`config.mk`:
```
export PLATFORM = sky130hd
export DESIGN_NAME = dual_gpio_port_overrides
export DESIGN_NICKNAME = d
export VERILOG_FILES = /design/src/core/gpio_pkg.sv /design/src/core/dual_gpio_port_overrides.sv /design/src/core/pin_slice.sv
export SDC_FILE = /design/constraint.sdc
export NUM_CORES = 1
export LEC_CHECK = 0
export ABC_AREA = 1
export BUFFER_PORTS_ARGS = -buffer_cell sky130_fd_sc_hd__buf_2
export CAP_MARGIN = 20
export CORE_AREA = 2 2 111 113
export DETAILED_ROUTE_END_ITERATION = 8
export DIE_AREA = 0 0 113 115
export PLACE_DENSITY_LB_ADDON = 0.1
export REMOVE_ABC_BUFFERS = 1
export SLEW_MARGIN = 0
export SYNTH_ARGS = -nofsm -noshare
export SYNTH_HDL_FRONTEND = slang
export SYNTH_SLANG_ARGS = --single-unit
```
`constraint.sdc`:
```
create_clock -name clk -period 1.05 [get_ports clk]
set_input_delay 0.0525 -clock clk [delete_from_list [all_inputs] [get_ports clk]]
set_output_delay 0.0525 -clock clk [all_outputs]
set_load 0.01 [all_outputs]
```
`src/core/gpio_pkg.sv`:
```
package gpio_pkg;

   // port geometry
   localparam int PORT_W = 8;
   localparam int ADDR_PINS = 4;
   localparam int ADDR_LSB = 16;
   localparam int GATED_PIN_LO = 4;

   // control bit positions
   localparam int MEM_BUS_DIS_BIT = 7;
   localparam int PULLUP_EN_BIT = 2;

   // reset values
   localparam logic [7:0] DIR_RESET = 8'hFF;
   localparam logic [7:0] LATCH_RESET = 8'h00;
   localparam logic [7:0] ANALOG_RESET = 8'hFF;
   localparam logic [7:0] MEM_CTRL_RESET = 8'h80;
   localparam logic [7:0] PAD_CFG_RESET = 8'h00;
   localparam logic [7:0] ALL_OFF = 8'h00;
   localparam logic [7:0] ALL_ON = 8'hFF;

   // direction and latch of one port
   typedef struct packed {
      logic [7:0] dir;
      logic [7:0] latch;
   } port_regs_t;

   // drive state of one port's pads
   typedef struct packed {
      logic [7:0] out;
      logic [7:0] oe;
   } pad_drive_t;

   // memory interface control strobes, bit 7 first
   typedef struct packed {
      logic upper_byte_select;
      logic lower_byte_select;
      logic chip_enable;
      logic byte_access_zero;
      logic write_high_strobe;
      logic write_low_strobe;
      logic output_enable;
      logic address_latch_enable;
   } mem_ctrl_t;

endpackage : gpio_pkg

```
`src/core/dual_gpio_port_overrides.sv`:
```
// Functional notes
// - two ports, eight pins, direction and latch
// - direction 0 drives latch, 1 reads pin
// - analog select keeps first port output driving
// - first port pins 4-7 read zero when analog
// - reset selects analog on all first pins
// - lcd segment overrides every other pin function
// - first pins 0-3 carry bus address 16-19
// - bus enabled forces second port control outputs
// - second pins carry strobes in fixed order
// - pad config bit 2 gates all pull-ups
// - pull-up off while pin is an output
// - reset leaves second port pull-ups off
// - reset makes second port pins inputs
// - overrides never written into direction register
`timescale 1ns/1ps
module dual_gpio_port_overrides
   import gpio_pkg::*;
(
   // clock and reset
   input wire logic clk,
   input wire logic rst,
   // register writes
   input wire logic [7:0] wr_data,
   input wire logic first_latch_wr,
   input wire logic first_port_wr,
   input wire logic first_dir_wr,
   input wire logic second_latch_wr,
   input wire logic second_port_wr,
   input wire logic second_dir_wr,
   input wire logic analog_low_wr,
   input wire logic analog_high_wr,
   input wire logic mem_ctrl_wr,
   input wire logic pad_cfg_wr,
   // register reads
   output logic [7:0] first_port_pin_read,
   output logic [7:0] first_port_output_latch,
   output logic [7:0] first_port_direction,
   output logic [7:0] second_port_pin_read,
   output logic [7:0] second_port_output_latch,
   output logic [7:0] second_port_direction,
   output logic [7:0] analog_select_low,
   output logic [7:0] analog_select_high,
   output logic [7:0] memory_control_register,
   output logic [7:0] pad_configuration_register,
   // lcd controller
   input wire logic [7:0] lcd_sel_first,
   input wire logic [7:0] lcd_segment_output_first,
   input wire logic [7:0] lcd_sel_second,
   input wire logic [7:0] lcd_segment_output_second,
   // external memory interface
   input wire logic mem_addr_used,
   input wire logic [3:0] mem_addr_upper,
   input wire mem_ctrl_t mem_ctrl,
   output logic mem_bus_active,
   // first port pads
   input wire logic [7:0] first_pin_in,
   output logic [7:0] first_pin_out,
   output logic [7:0] first_pin_oe,
   output logic [7:0] first_analog_en,
   // second port pads
   input wire logic [7:0] second_pin_in,
   output logic [7:0] second_pin_out,
   output logic [7:0] second_pin_oe,
   output logic [7:0] second_port_pullup_enable
);

   // software-visible state
   port_regs_t first_q, first_d;
   port_regs_t second_q, second_d;
   logic [7:0] ana_lo_q, ana_lo_d;
   logic [7:0] ana_hi_q, ana_hi_d;
   logic [7:0] memcfg_q, memcfg_d;
   logic [7:0] pad_configuration_register_q, pad_configuration_register_d;

   // pin synchronisers
   logic [7:0] first_s1_q, first_s2_q;
   logic [7:0] second_s1_q, second_s2_q;

   // registered pad and read state
   pad_drive_t first_pad_q, first_pad_d;
   pad_drive_t second_pad_q, second_pad_d;
   logic [7:0] first_rd_q, first_rd_d;
   logic [7:0] second_rd_q, second_rd_d;
   logic [7:0] ana_en_q, ana_en_d;
   logic [7:0] pullup_q, pullup_d;
   logic bus_q, bus_d;

   // decoded override terms
   logic bus_on;
   logic [7:0] first_ana_sel;
   logic [7:0] first_alt_sel;
   logic [7:0] first_alt_val;
   logic [7:0] first_gate;
   logic [7:0] second_ana_sel;
   logic [7:0] second_din;

   // clearing the disable bit turns the memory bus on
   assign bus_on = ~memcfg_q[MEM_BUS_DIS_BIT];
   assign first_ana_sel = {ana_hi_q[3:0], ana_lo_q[3:0]};
   assign second_ana_sel = ALL_OFF;

   // address pins take priority over direction bits
   always_comb begin
      first_alt_sel = ALL_OFF;
      first_alt_val = ALL_OFF;
      first_gate = ALL_OFF;
      for (int i = 0; i < ADDR_PINS; i++) begin
         first_alt_sel[i] = bus_on & mem_addr_used;
         first_alt_val[i] = mem_addr_upper[i];
      end
      for (int i = GATED_PIN_LO; i < PORT_W; i++) begin
         first_gate[i] = 1'b1;
      end
   end

   // register writes; no override ever reaches dir
   always_comb begin
      first_d = first_q;
      second_d = second_q;
      ana_lo_d = ana_lo_q;
      ana_hi_d = ana_hi_q;
      memcfg_d = memcfg_q;
      pad_configuration_register_d = pad_configuration_register_q;
      if (first_latch_wr || first_port_wr) begin
         first_d.latch = wr_data;
      end
      if (second_latch_wr || second_port_wr) begin
         second_d.latch = wr_data;
      end
      if (first_dir_wr) begin
         first_d.dir = wr_data;
      end
      if (second_dir_wr) begin
         second_d.dir = wr_data;
      end
      if (analog_low_wr) begin
         ana_lo_d = wr_data;
      end
      if (analog_high_wr) begin
         ana_hi_d = wr_data;
      end
      if (mem_ctrl_wr) begin
         memcfg_d = wr_data;
      end
      if (pad_cfg_wr) begin
         pad_configuration_register_d = wr_data;
      end
   end

   // register state, reset to inputs, analog, pull-ups off
   always_ff @(posedge clk) begin
      if (rst) begin
         first_q <= '{dir: DIR_RESET, latch: LATCH_RESET};
         second_q <= '{dir: DIR_RESET, latch: LATCH_RESET};
         ana_lo_q <= ANALOG_RESET;
         ana_hi_q <= ANALOG_RESET;
         memcfg_q <= MEM_CTRL_RESET;
         pad_configuration_register_q <= PAD_CFG_RESET;
      end else begin
         first_q <= first_d;
         second_q <= second_d;
         ana_lo_q <= ana_lo_d;
         ana_hi_q <= ana_hi_d;
         memcfg_q <= memcfg_d;
         pad_configuration_register_q <= pad_configuration_register_d;
      end
   end

   // two-stage pin synchronisers
   always_ff @(posedge clk) begin
      if (rst) begin
         first_s1_q <= ALL_OFF;
         first_s2_q <= ALL_OFF;
         second_s1_q <= ALL_OFF;
         second_s2_q <= ALL_OFF;
      end else begin
         first_s1_q <= first_pin_in;
         first_s2_q <= first_s1_q;
         second_s1_q <= second_pin_in;
         second_s2_q <= second_s1_q;
      end
   end

   // one slice per pin on each port
   for (genvar i = 0; i < PORT_W; i++) begin : g_first
      pin_slice u_pin (
         .dir(first_q.dir[i]),
         .latch(first_q.latch[i]),
         .lcd_sel(lcd_sel_first[i]),
         .lcd_val(lcd_segment_output_first[i]),
         .alt_sel(first_alt_sel[i]),
         .alt_val(first_alt_val[i]),
         .analog_sel(first_ana_sel[i]),
         .gate_in(first_gate[i]),
         .pin_lvl(first_s2_q[i]),
         .out(first_pad_d.out[i]),
         .oe(first_pad_d.oe[i]),
         .din(first_rd_d[i]),
         .analog_en(ana_en_d[i])
      );
   end

   for (genvar i = 0; i < PORT_W; i++) begin : g_second
      pin_slice u_pin (
         .dir(second_q.dir[i]),
         .latch(second_q.latch[i]),
         .lcd_sel(lcd_sel_second[i]),
         .lcd_val(lcd_segment_output_second[i]),
         .alt_sel(bus_on),
         .alt_val(mem_ctrl[i]),
         .analog_sel(second_ana_sel[i]),
         .gate_in(1'b0),
         .pin_lvl(second_s2_q[i]),
         .out(second_pad_d.out[i]),
         .oe(second_pad_d.oe[i]),
         .din(second_din[i]),
         .analog_en()
      );
   end

   // pull-ups: global enable, off on any driven pin
   always_comb begin
      second_rd_d = second_din;
      bus_d = bus_on;
      pullup_d = ALL_OFF;
      if (pad_configuration_register_q[PULLUP_EN_BIT]) begin
         pullup_d = ~second_pad_d.oe;
      end
   end

   // registered pad drive and read values
   always_ff @(posedge clk) begin
      if (rst) begin
         first_pad_q <= '{out: ALL_OFF, oe: ALL_OFF};
         second_pad_q <= '{out: ALL_OFF, oe: ALL_OFF};
         first_rd_q <= ALL_OFF;
         second_rd_q <= ALL_OFF;
         ana_en_q <= ALL_OFF;
         pullup_q <= ALL_OFF;
         bus_q <= 1'b0;
      end else begin
         first_pad_q <= first_pad_d;
         second_pad_q <= second_pad_d;
         first_rd_q <= first_rd_d;
         second_rd_q <= second_rd_d;
         ana_en_q <= ana_en_d;
         pullup_q <= pullup_d;
         bus_q <= bus_d;
      end
   end

   // outputs straight from flip-flops
   assign first_port_pin_read = first_rd_q;
   assign first_port_output_latch = first_q.latch;
   assign first_port_direction = first_q.dir;
   assign second_port_pin_read = second_rd_q;
   assign second_port_output_latch = second_q.latch;
   assign second_port_direction = second_q.dir;
   assign analog_select_low = ana_lo_q;
   assign analog_select_high = ana_hi_q;
   assign memory_control_register = memcfg_q;
   assign pad_configuration_register = pad_configuration_register_q;
   assign mem_bus_active = bus_q;
   assign first_pin_out = first_pad_q.out;
   assign first_pin_oe = first_pad_q.oe;
   assign first_analog_en = ana_en_q;
   assign second_pin_out = second_pad_q.out;
   assign second_pin_oe = second_pad_q.oe;
   assign second_port_pullup_enable = pullup_q;

   logic [7:0] first_norm;
   assign first_norm = ~(lcd_sel_first | first_alt_sel);
endmodule : dual_gpio_port_overrides

```
`src/core/pin_slice.sv`:
```
`timescale 1ns/1ps
module pin_slice (
   // normal port control
   input wire logic dir,
   input wire logic latch,
   // overriding functions
   input wire logic lcd_sel,
   input wire logic lcd_val,
   input wire logic alt_sel,
   input wire logic alt_val,
   input wire logic analog_sel,
   input wire logic gate_in,
   // synchronised pin level
   input wire logic pin_lvl,
   // pad results
   output logic out,
   output logic oe,
   output logic din,
   output logic analog_en
);

   // function priority: segment, bus, analog, then normal
   always_comb begin
      out = latch;
      oe = 1'b0;
      din = pin_lvl;
      analog_en = 1'b0;
      if (lcd_sel) begin
         out = lcd_val;
         oe = 1'b1;
         din = 1'b0;
      end else if (alt_sel) begin
         out = alt_val;
         oe = 1'b1;
      end else begin
         // analog select never touches the output driver
         out = latch;
         oe = ~dir;
         analog_en = analog_sel;
         din = (analog_sel & gate_in) ? 1'b0 : pin_lvl;
      end
   end

endmodule : pin_slice

```
==> results of run 1 <==
==> layout make-up <==
cell class	instances	share of cell area, %
clock buffers	25	6.46
clock inverters	6	0.384
inverters	78	3.77
multi-input cells	383	20.9
flip-flops and latches	161	41.3
well taps	147	2.35
repair buffers	292	24.8
==> worst max-delay path, stage by stage, from the launching register on <==
cell and delay, ps:
dfxtp_4 360, buf_12 130, buf_6 110
==> path summary, 6_finish.rpt <==
kind                                                              start                                     to  slack, ps  cells past startpoint
worst min-delay path                                         wr_data[5]  second_port_direction[5]$_SDFFE_PP1P_         10                      3
worst min register to register                second_s1_q[4]$_SDFF_PP0_              second_s2_q[4]$_SDFF_PP0_        400                      2
worst max register to register  memory_control_register[7]$_SDFFE_PP1P_            second_pin_oe[7]$_SDFF_PP0_         30                      3
worst max-delay path            memory_control_register[7]$_SDFFE_PP1P_             memory_control_register[7]        -20                      2
==> metrics by stage <==
stage          instances  hold WS (ps)
3_5_place_dp         988           260
3_3_place_gp         988           252
5_1_grt             1092          3.19
4_1_cts             1091         0.500
2_1_floorplan        622           119
6_report            1092          14.7
==> flip-flops by register name, summed over array words and instances, names as in the netlist <==
name	cells
analog_select_high	8
first_port_direction	8
first_s2_q	8
second_port_direction	8
first_port_pin_read	8
memory_control_register	8
second_pin_oe	8
analog_select_low	8
mem_bus_active	1
second_pin_out	8
second_port_output_latch	8
first_port_output_latch	8
first_pin_oe	8
first_s1_q	8
second_s1_q	8
second_s2_q	8
first_pin_out	8
first_analog_en	8
second_port_pin_read	8
pad_configuration_register	8
second_port_pullup_enable	8
==> metal layers <==
metal | GRT usage [%] | up-vias | routed length, um
met5 | 0 | - | 0
met1 | 27.7 | 2305 | 6570
met3 | 5.75 | 26 | 963
met2 | 39.6 | 187 | 7310
li1 | - | 2569 | -
met4 | 9.67 | 0 | 330
==> logic make-up (layout without fill, tap and decap cells) <==
kind of cell | after synthesis | in the layout
buffers and inverters | 151 | 401
flip-flops | 161 | 161
AND/OR/NAND/NOR | 322 | 322
AO/OA/AOI/OAI | 61 | 61
==> cell usage after synthesis (all sizes together) <==
library cell and count:
a21oi 9, nand3 57, inv 78, dfxtp 161, o21ai 40, nor2 150
nand2 110, clkbuf 12, a31oi 12, buf 61, nor3b 5
==> power groups by stage <==
stage | logic (mW) | registers (mW) | clock network (mW)
after floorplan | 0.477 | 6.91 | 0
after global placement | 1.39 | 6.77 | 0
after detailed placement | 1.41 | 6.78 | 0
after CTS | 1.66 | 6.65 | 5.63
after global routing | 1.84 | 6.69 | 5.88
final | 1.67 | 6.65 | 5.55
==> timing repair <==
item / CTS / global route
endpoints found under the hold margin: 106 / 0
pin swaps: 0 / 1
gates cloned: 1 / 0
setup endpoints to repair: 6 / 15
setup buffers: 1 / 1
gates resized for setup: 8 / 5
hold buffers: 70 / 0
==> metrics.md, run 1 <==
| Metric | Value |
|---|---|
| Synth unique cells | 17 |
| CTS tree | done |
| DP HPWL | 9910 um |
| RSZ-0062 raised after global routing | true |
| Fraction of layout cells with a size suffix above 1 | 27.7% |
| Critical Path Fanout Max | 3 |
| Top cells by area, synth | dfxtp_1 (57%), nor2_1 (9.9%), nand2_1 (7.2%) |
| Arrival time at the worst endpoint | 1010 ps |
| Register area share after synthesis | a little under three fifths |
| Area post-placement | 6500 um^2 |
| Synth Area in Adders | 0% |
| Largest family of logic cells by synthesized area | simple AND/OR/NAND/NOR gates |
| Antenna Cells | 0 |
| # setup viols final | 1 |
| Final min period | roughly 1100 ps |
| Run status | finished, violations left |
| Max clock buf depth | 2 |
| Area grow syn2layout | 38.8% |
| Num CTS Buffers | 17 |
| H-Tree Level Count | 4 |
| Starting density of the core | a little under half |
| Slew Limit Fails | 0 |
| Fillers | between 900 and 1000 |
| DR iter-0 viols | 355 |
| CTS sink count | 161 |
| First-pass GRT wire length | 23300 um |
| Slew margin rel. | 81.0% |
| WL per Instance | 13.9 um |
| Seq. cell area | around 3200 um^2 |
| Critical path launch point type | flop |
| Top-level port count | 210 |
| Mux cell area share after synthesis | 0% |
| Failing checks | design-rule violations, negative setup slack |
| Xor/xnor share of the synthesized area | 0% |
| FP Rows | 40 |
| Req. time, crit path | 1000 ps |
| Pint | around 11 mW |
| Placer Congestion | 0.844 |
| Max-cap violations | 0 |
| Overflow after GRT | 0 |
| Clk slew on worst S/H paths | 60 ps |
| Synth Area in Compound Gates | 5.68% |
| Critical Path End Type | output port |
| Netlist Area Pre-Place | 5640 um^2 |
| Die X-Extent | between 100 and 150 um |
| Synth area leader | dfxtp_1 |
| Post-Route WL | ~15000 um |
| Vias in the first global route | 4786 |
| CTS root buf | clkbuf_16 |
| Clock network power share | 40.0% |
| Multi-input gate area | between 1500 and 2000 um^2 |
| Post-route cell area | around 8000 um^2 |
| Post-Route Skew | 4.72 ps |
| Combinational share of power | roughly an eighth |
| P_sw | 3.33 mW |
| Most common cell after layout, fill and taps aside | buf_2 |
| Setup CP Type | reg -> out |
| Initial antenna violation count | 0 |
| Largest net degree at the start of global routing | 44 |
| Core area | around 12000 um^2 |
| DR pass1 iterations | 7 |
| Layout Nets | 1014 |
| Average cell area after synthesis | roughly 8.1 um^2 |
| Cell leakage power | 4.07 nW |
| Post-DR vias/cell | 4.66 |
| Post-DRT Antenna Nets | 0 |
| Fmax | 939 MHz |
| Synth Warn # | 0 |
| Power Dens Cells | 1770 nW/um^2 |
| # DRC | 14 |
| Fin crit share | 101% |
| Final core utilization | 66.2% |
| Switching part of the total | 24.0% |
| Total power | 13.9 mW |
| Tot GR Track Use | 23.0% |
| Simple-gate share of the synthesized area | 23.2% |
| Die Y | 115 um |
| Synth top area share | 57.2% |
| Final WS setup | -15.3 ps |
| Fin Setup TNS | -15.3 ps |
| Mapped Cells | 695 |
| Worst Hold Class | in -> reg |
| Via count | 5087 |
| Peak supply drop | 0.970 mV |
| Synthesized flop and latch total | 161 |
| Die area | 13000 um^2 |
| Hold Violations, Final | 0 |
| Post-Place Worst Slack | 1.10 ps |
| Worst slew pin tran | 284 ps |
| Highest-count cells in the layout ignoring fill and taps | buf_2 (208), dfxtp_1 (156), nor2_1 (148) |
| Sequential Power Share | 48.0% |
| Worst-Skew Late Latency | 410 ps |
| PortBufs | 209 |
Power figures use the tool's default switching activity.
==> run 2, diff against run 1 <==
- SETUP_SLACK_MARGIN: default -> 0.05
==> run 2 against run 1 <==
The run still ends with design-rule violations, negative setup slack left. Cell area up 1.2%. Power up 0.40%. Clock power about the same. Cell count increased by 0.18%. First-iteration DRC count grew 5.6%. Wire length grew 1.0%. Largest power group unchanged. Clock-buffer cell count unchanged. Via count is 0.12% lower. Critical path type unchanged. Worst setup slack got worse by 0.73 ps. Utilization up 0.79 points.
==> metrics.md, run 2 (same netlist as run 1, synthesis figures left out) <==
| Metric | Value |
|---|---|
| Fmax | 938 MHz (about the same) |
| Overflow after GRT | 0 (unchanged) |
| RSZ-0062 raised after global routing | true |
| Final core utilization | 67.0% (+0.79 points) |
| Vias in the first global route | 4805 (+0.40%) |
| Antenna Cells | 0 (unchanged) |
| Slew margin rel. | 80.5% (-0.47 points) |
| CTS root buf | clkbuf_16 |
| Worst Hold Class | in -> reg |
| DR iter-0 viols | 375 (+5.6%) |
| # DRC | 14 (unchanged) |
| WL per Instance | 14.0 um (+0.84%) |
| Placer Congestion | 0.844 (unchanged) |
| Clk slew on worst S/H paths | 60 ps (about the same) |
| Slowest stage delay, CP | 360 ps (about the same) |
| First-pass GRT wire length | 23300 um (+0.12%) |
| Layout Nets | 1016 (+0.20%) |
| DR pass1 iterations | 7 (unchanged) |
| Failing checks | design-rule violations, negative setup slack |
| Total power | 13.9 mW (+0.40%) |
| Critical path buffers and inverters | 2 (unchanged) |
| Final min period | 1070 ps (+0.727 ps) |
| Worst slew pin tran | 291 ps (+7.04 ps) |
| Sequence of cells on the critical path | buf_12, buf_6 |
| H-Tree Level Count | 4 (unchanged) |
| Most common cell after layout, fill and taps aside | buf_2 |
| Slowest cell on crit path | dfxtp_4 |
| Highest-count cells in the layout ignoring fill and taps | buf_2 (204), nor2_1 (148), dfxtp_1 (126) |
| Power Dens Cells | 1760 nW/um^2 (-0.79%) |
| Cell leakage power | 4.08 nW (+0.21%) |
| Die area | 13000 um^2 (unchanged) |
| Run status | finished, violations left |
| Core area | 11800 um^2 (unchanged) |
| Die X-Extent | 113 um (unchanged) |
| Via count | 5081 (-0.12%) |
| Arrival time at the worst endpoint | 1010 ps (about the same) |
| Critical Path End Type | output port |
| Top-level port count | 210 (unchanged) |
| Post-Route WL | 15300 um (+1.0%) |
| Hold Violations, Final | 0 (unchanged) |
| WHS | 21.9 ps (+7.22 ps) |
| Peak supply drop | 0.969 mV (about the same) |
| Max-cap violations | 0 (unchanged) |
| Largest net degree at the start of global routing | 44 (unchanged) |
| Fin crit share | 102% (about the same) |
| Post-route cell area | 7920 um^2 (+1.2%) |
| Area grow syn2layout | 40.5% |
| Fin Setup TNS | -16.0 ps (-0.728 ps) |
| Post-DRT Antenna Nets | 0 (unchanged) |
| CTS sink count | 161 (unchanged) |
| # setup viols final | 1 (unchanged) |
| PortBufs | 209 (unchanged) |
| Initial antenna violation count | 0 (unchanged) |
| Area post-placement | 6500 um^2 (unchanged) |
| Max clock buf depth | 2 (unchanged) |
| Critical path launch point type | flop |
| Slew Limit Fails | 0 (unchanged) |
| Tot GR Track Use | 23.1% (about the same) |
| Num CTS Buffers | 17 (unchanged) |
| Critical Path Fanout Max | 3 (unchanged) |
| Fraction of layout cells with a size suffix above 1 | 31.0% (+3.3 points) |
| Die Y | 115 um (unchanged) |
| Post-Route Skew | 6.83 ps (+2.11 ps) |
| Starting density of the core | 47.7% (unchanged) |
| FP Rows | 40 (unchanged) |
| Post-DR vias/cell | 4.64 (-0.30%) |
| DP HPWL | 9910 um (unchanged) |
| Final WS setup | -16.0 ps (-0.728 ps) |
| Worst-Skew Late Latency | 410 ps (about the same) |
| CP delay by family, top | flip-flops |
| CTS tree | done |
| Setup CP Type | reg -> out |
| Req. time, crit path | 1000 ps (about the same) |
-- run 2: layout make-up --
cell class                      instances  area (um^2)
Sequential cell                       161         3270
Clock inverter                          6         30.0
Inverter                               78          295
Tap cell                              147          184
Timing Repair Buffer                  294         1980
Fill cell                             972         3890
Clock buffer                           25          505
Multi-Input combinational cell        383         1650
-- run 2: worst paths after layout --
kind                                                         startpoint                                    to  slack, ps  cells after the start
worst min register to register                second_s1_q[4]$_SDFF_PP0_             second_s2_q[4]$_SDFF_PP0_        400                      2
worst max-delay path            memory_control_register[7]$_SDFFE_PP1P_            memory_control_register[7]        -20                      2
worst max register to register  memory_control_register[7]$_SDFFE_PP1P_          second_pin_out[1]$_SDFF_PP0_         50                      6
worst min-delay path                                         wr_data[0]  first_port_direction[0]$_SDFFE_PP1P_         20                      3
-- run 2: stage by stage --
stage / worst slack [ps] / std cells
3_3_place_gp: 28.9 / 988
6_report: -16.0 / 1094
5_1_grt: -43.5 / 1094
3_5_place_dp: 1.10 / 988
2_1_floorplan: -376 / 622
4_1_cts: -35.6 / 1093
-- run 2: where the power goes --
| group | switching, mW | leakage, nW | internal (mW) | total (mW) |
|---|---|---|---|---|
| Clock | 2.26 | 0.272 | 3.30 | 5.56 |
| Combinational | 0.911 | 2.47 | 0.782 | 1.69 |
| Sequential | 0.182 | 1.33 | 6.49 | 6.67 |
| Total | 3.35 | 4.08 | 10.6 | 13.9 |
-- run 2: tightest hold or removal path: cells and delay by family --
family	cells	cell delay, ps
buf+inv	1	180
simple gates	2	150
-- run 2: timing repair --
action | in CTS | in global routing
resized for setup | 28 | 23
setup endpoints to repair | 31 | 36
setup buffers | 1 | 1
pin swaps | 0 | 1
hold endpoints to repair | 110 | 0
cloned | 1 | 0
hold buffers | 72 | 0
-- run 2: layer usage --
layer | wire (um) | global-route usage, % | vias to the layer above
li1 | - | - | 2578
met4 | 315 | 9.67 | 0
met3 | 1010 | 5.75 | 26
met2 | 7440 | 39.7 | 186
met1 | 6570 | 27.7 | 2291
met5 | 0 | 0 | -
==> run 3, diff against run 2 <==
- CORE_AREA: 2 2 111 113 -> 3 3 112 114
- DIE_AREA: 0 0 113 115 -> 0 0 115 117
==> run 3 against run 2 <==
The flow finishes with violations (negative setup slack). Non-clock buffer count up 3. Maximum frequency up 0.74%. Global-route usage down 0.37 points. First-iteration DRC count down 17%. Clock-buffer cell count up 3. Hold slack better by 14 ps. Clock skew down 1.4 ps. Die area up 3.5%.
==> metrics.md, run 3 (same netlist as run 1, synthesis figures left out) <==
| Metric | Value |
|---|---|
| Placer Congestion | 0.803 (-4.9%) |
| Via count | 5115 (+0.67%) |
| Final core utilization | 69.3% (+2.2 points) |
| Slew Limit Fails | 0 (unchanged) |
| Critical Path Fanout Max | 8 (+5) |
| Worst slew pin tran | 279 ps (-12.4 ps) |
| CTS root buf | clkbuf_16 |
| Reg-to-Reg Start | memory_control_register[7]$_SDFFE_PP1P_ |
| Layout Nets | 1019 (+0.30%) |
| Fin crit share | 101% (-0.74 points) |
| Sequence of cells on the critical path | buf_4, inv_6, buf_12, nand2_1, nand3_1, nand2_1, inv_1 |
| RSZ-0062 raised after global routing | true |
| PortBufs | 209 (unchanged) |
| Initial antenna violation count | 0 (unchanged) |
| Clk slew on worst S/H paths | 60 ps (about the same) |
| DR iter-0 viols | 311 (-17%) |
| H-Tree Level Count | 4 (unchanged) |
| Tot GR Track Use | 22.7% (-0.37 points) |
| Largest net degree at the start of global routing | 49 (+11%) |
| Slew margin rel. | 81.4% (+0.83 points) |
| Antenna Cells | 0 (unchanged) |
| FP Rows | 39 (-2.5%) |
| CTS tree | done |
| Critical Path End Type | flop |
| DP HPWL | 10400 um (+5.3%) |
| Post-Route WL | 15700 um (+2.6%) |
| Most common cell after layout, fill and taps aside | buf_2 |
| Post-Route Skew | 5.46 ps (-1.36 ps) |
| Slowest stage delay, CP | 360 ps (about the same) |
| Fillers | 922 (-5.1%) |
| # setup viols final | 1 (unchanged) |
| Die X-Extent | 115 um (+1.8%) |
| Worst-Skew Late Latency | 410 ps (about the same) |
| Highest-count cells in the layout ignoring fill and taps | buf_2 (203), nor2_1 (148), dfxtp_1 (125) |
| Top-level port count | 210 (unchanged) |
| Cell leakage power | 4.07 nW (-0.14%) |
| Num CTS Buffers | 17 (unchanged) |
| Post-DRT Antenna Nets | 0 (unchanged) |
| Fraction of layout cells with a size suffix above 1 | 30.8% (-0.21 points) |
| Final WS setup | -8.17 ps (+7.82 ps) |
| CTS sink count | 161 (unchanged) |
| Arrival time at the worst endpoint | 1370 ps (+360 ps) |
| DR pass1 iterations | 4 (-3) |
| Worst Hold Class | in -> reg |
| Fmax | 945 MHz (+0.74%) |
| Req. time, crit path | 1360 ps (+360 ps) |
| Overflow after GRT | 0 (unchanged) |
| Core area | 11500 um^2 (-2.5%) |
| Die area | 13500 um^2 (+3.5%) |
| Hold Violations, Final | 0 (unchanged) |
| WL per Instance | 14.4 um (+3.0%) |
| Max clock buf depth | 2 (unchanged) |
| Most numerous cell on the critical path | nand2_1 |
| Vias in the first global route | 4779 (-0.54%) |
| Critical path startpoint | memory_control_register[7]$_SDFFE_PP1P_ |
| Die Y | 117 um (+1.7%) |
| Fin Setup TNS | -8.17 ps (+7.82 ps) |
| Post-DR vias/cell | 4.69 (+1.0%) |
| Power Dens Cells | 1730 nW/um^2 (-1.7%) |
| First-pass GRT wire length | 23300 um (-0.18%) |
| Critical path launch point type | flop |
| # DRC | 0 (-14) |
| Starting density of the core | 48.9% (+1.2 points) |
| Area grow syn2layout | 41.5% |
| Hold Startpoint | wr_data[2] |
| Final min period | 1060 ps (-7.82 ps) |
| Run status | finished, violations left |
| Max-cap violations | 0 (unchanged) |
| Slowest cell on crit path | dfxtp_4 |
| Failing checks | negative setup slack |
| Peak supply drop | 1.05 mV (+8.8%) |
| WHS | 36.0 ps (+14.1 ps) |
| Setup CP Type | reg -> reg |
==> run 3: cell types whose count changed in the layout (fill, tap and decap cells not counted), moves of 2 or more <==
cell	change
a31oi_4	+2
dlygate4sd3_1	+2
nand2_2	-2
buf_4	+5
buf_6	-3
a31oi_1	-3
dfxtp_2	-6
dfxtp_4	+7
clkbuf_1	+4
clkinv_2	-6
==> run 3: path summary, 6_finish.rpt <==
| kind | to | slack (ps) | depth (start not counted) |
|---|---|---|---|
| setup reg to reg | second_pin_out[5]$_SDFF_PP0_ | -8 | 7 |
| hold / removal | first_port_direction[2]$_SDFFE_PP1P_ | 40 | 3 |
| setup / recovery | second_pin_out[5]$_SDFF_PP0_ | -8 | 7 |
| hold reg to reg | first_s2_q[3]$_SDFF_PP0_ | 400 | 2 |
==> run 3: area by class of cell <==
class | count | area [um^2] | area share [%]
multi-input combinational | 383 | 1700 | 21.3
tap | 143 | 179 | 2.24
inverter | 78 | 298 | 3.73
timing repair buffer | 297 | 2000 | 25.1
sequential | 161 | 3290 | 41.3
clock buffer | 28 | 507 | 6.35
==> run 3: power breakdown <==
part | leakage, nW | internal (mW) | switching [mW]
combinational | 2.49 | 0.804 | 0.921
clock | 0.247 | 3.22 | 2.17
sequential | 1.34 | 6.49 | 0.193
==> run 3: layer usage <==
layer / vias up / track usage, % / wire length (um)
li1: 2578 / - / -
met1: 2309 / 26.5 / 6500
met2: 202 / 38.7 / 7750
met3: 26 / 7.04 / 1180
met4: 0 / 9.55 / 293
met5: - / 0 / 0
==> run 3: worst max-delay path: cells and delay by family, from the launching register on <==
family | cells | cell delay [ps]
simple gates | 3 | 230
flops | 1 | 360
buf+inv | 4 | 370
==> run 3: timing repair <==
action,CTS,global route
hold buffers,73,1
cloned,1,0
pin swaps,3,3
gates resized for setup,38,28
hold endpoints to repair,118,1
setup endpoints to repair,29,49
buffers inserted,2,2
==> run 3: through the flow <==
stage               setup WS (ps)  power [mW]  instance area (um^2)  cells
CTS                         -9.60        13.8                  7840   1087
global placement              138        8.16                  6490    983
floorplan                    -376        7.39                  5140    622
global route                -39.0        14.3                  7980   1090
finish                      -8.17        13.8                  7980   1090
detailed placement            120        8.20                  6490    983
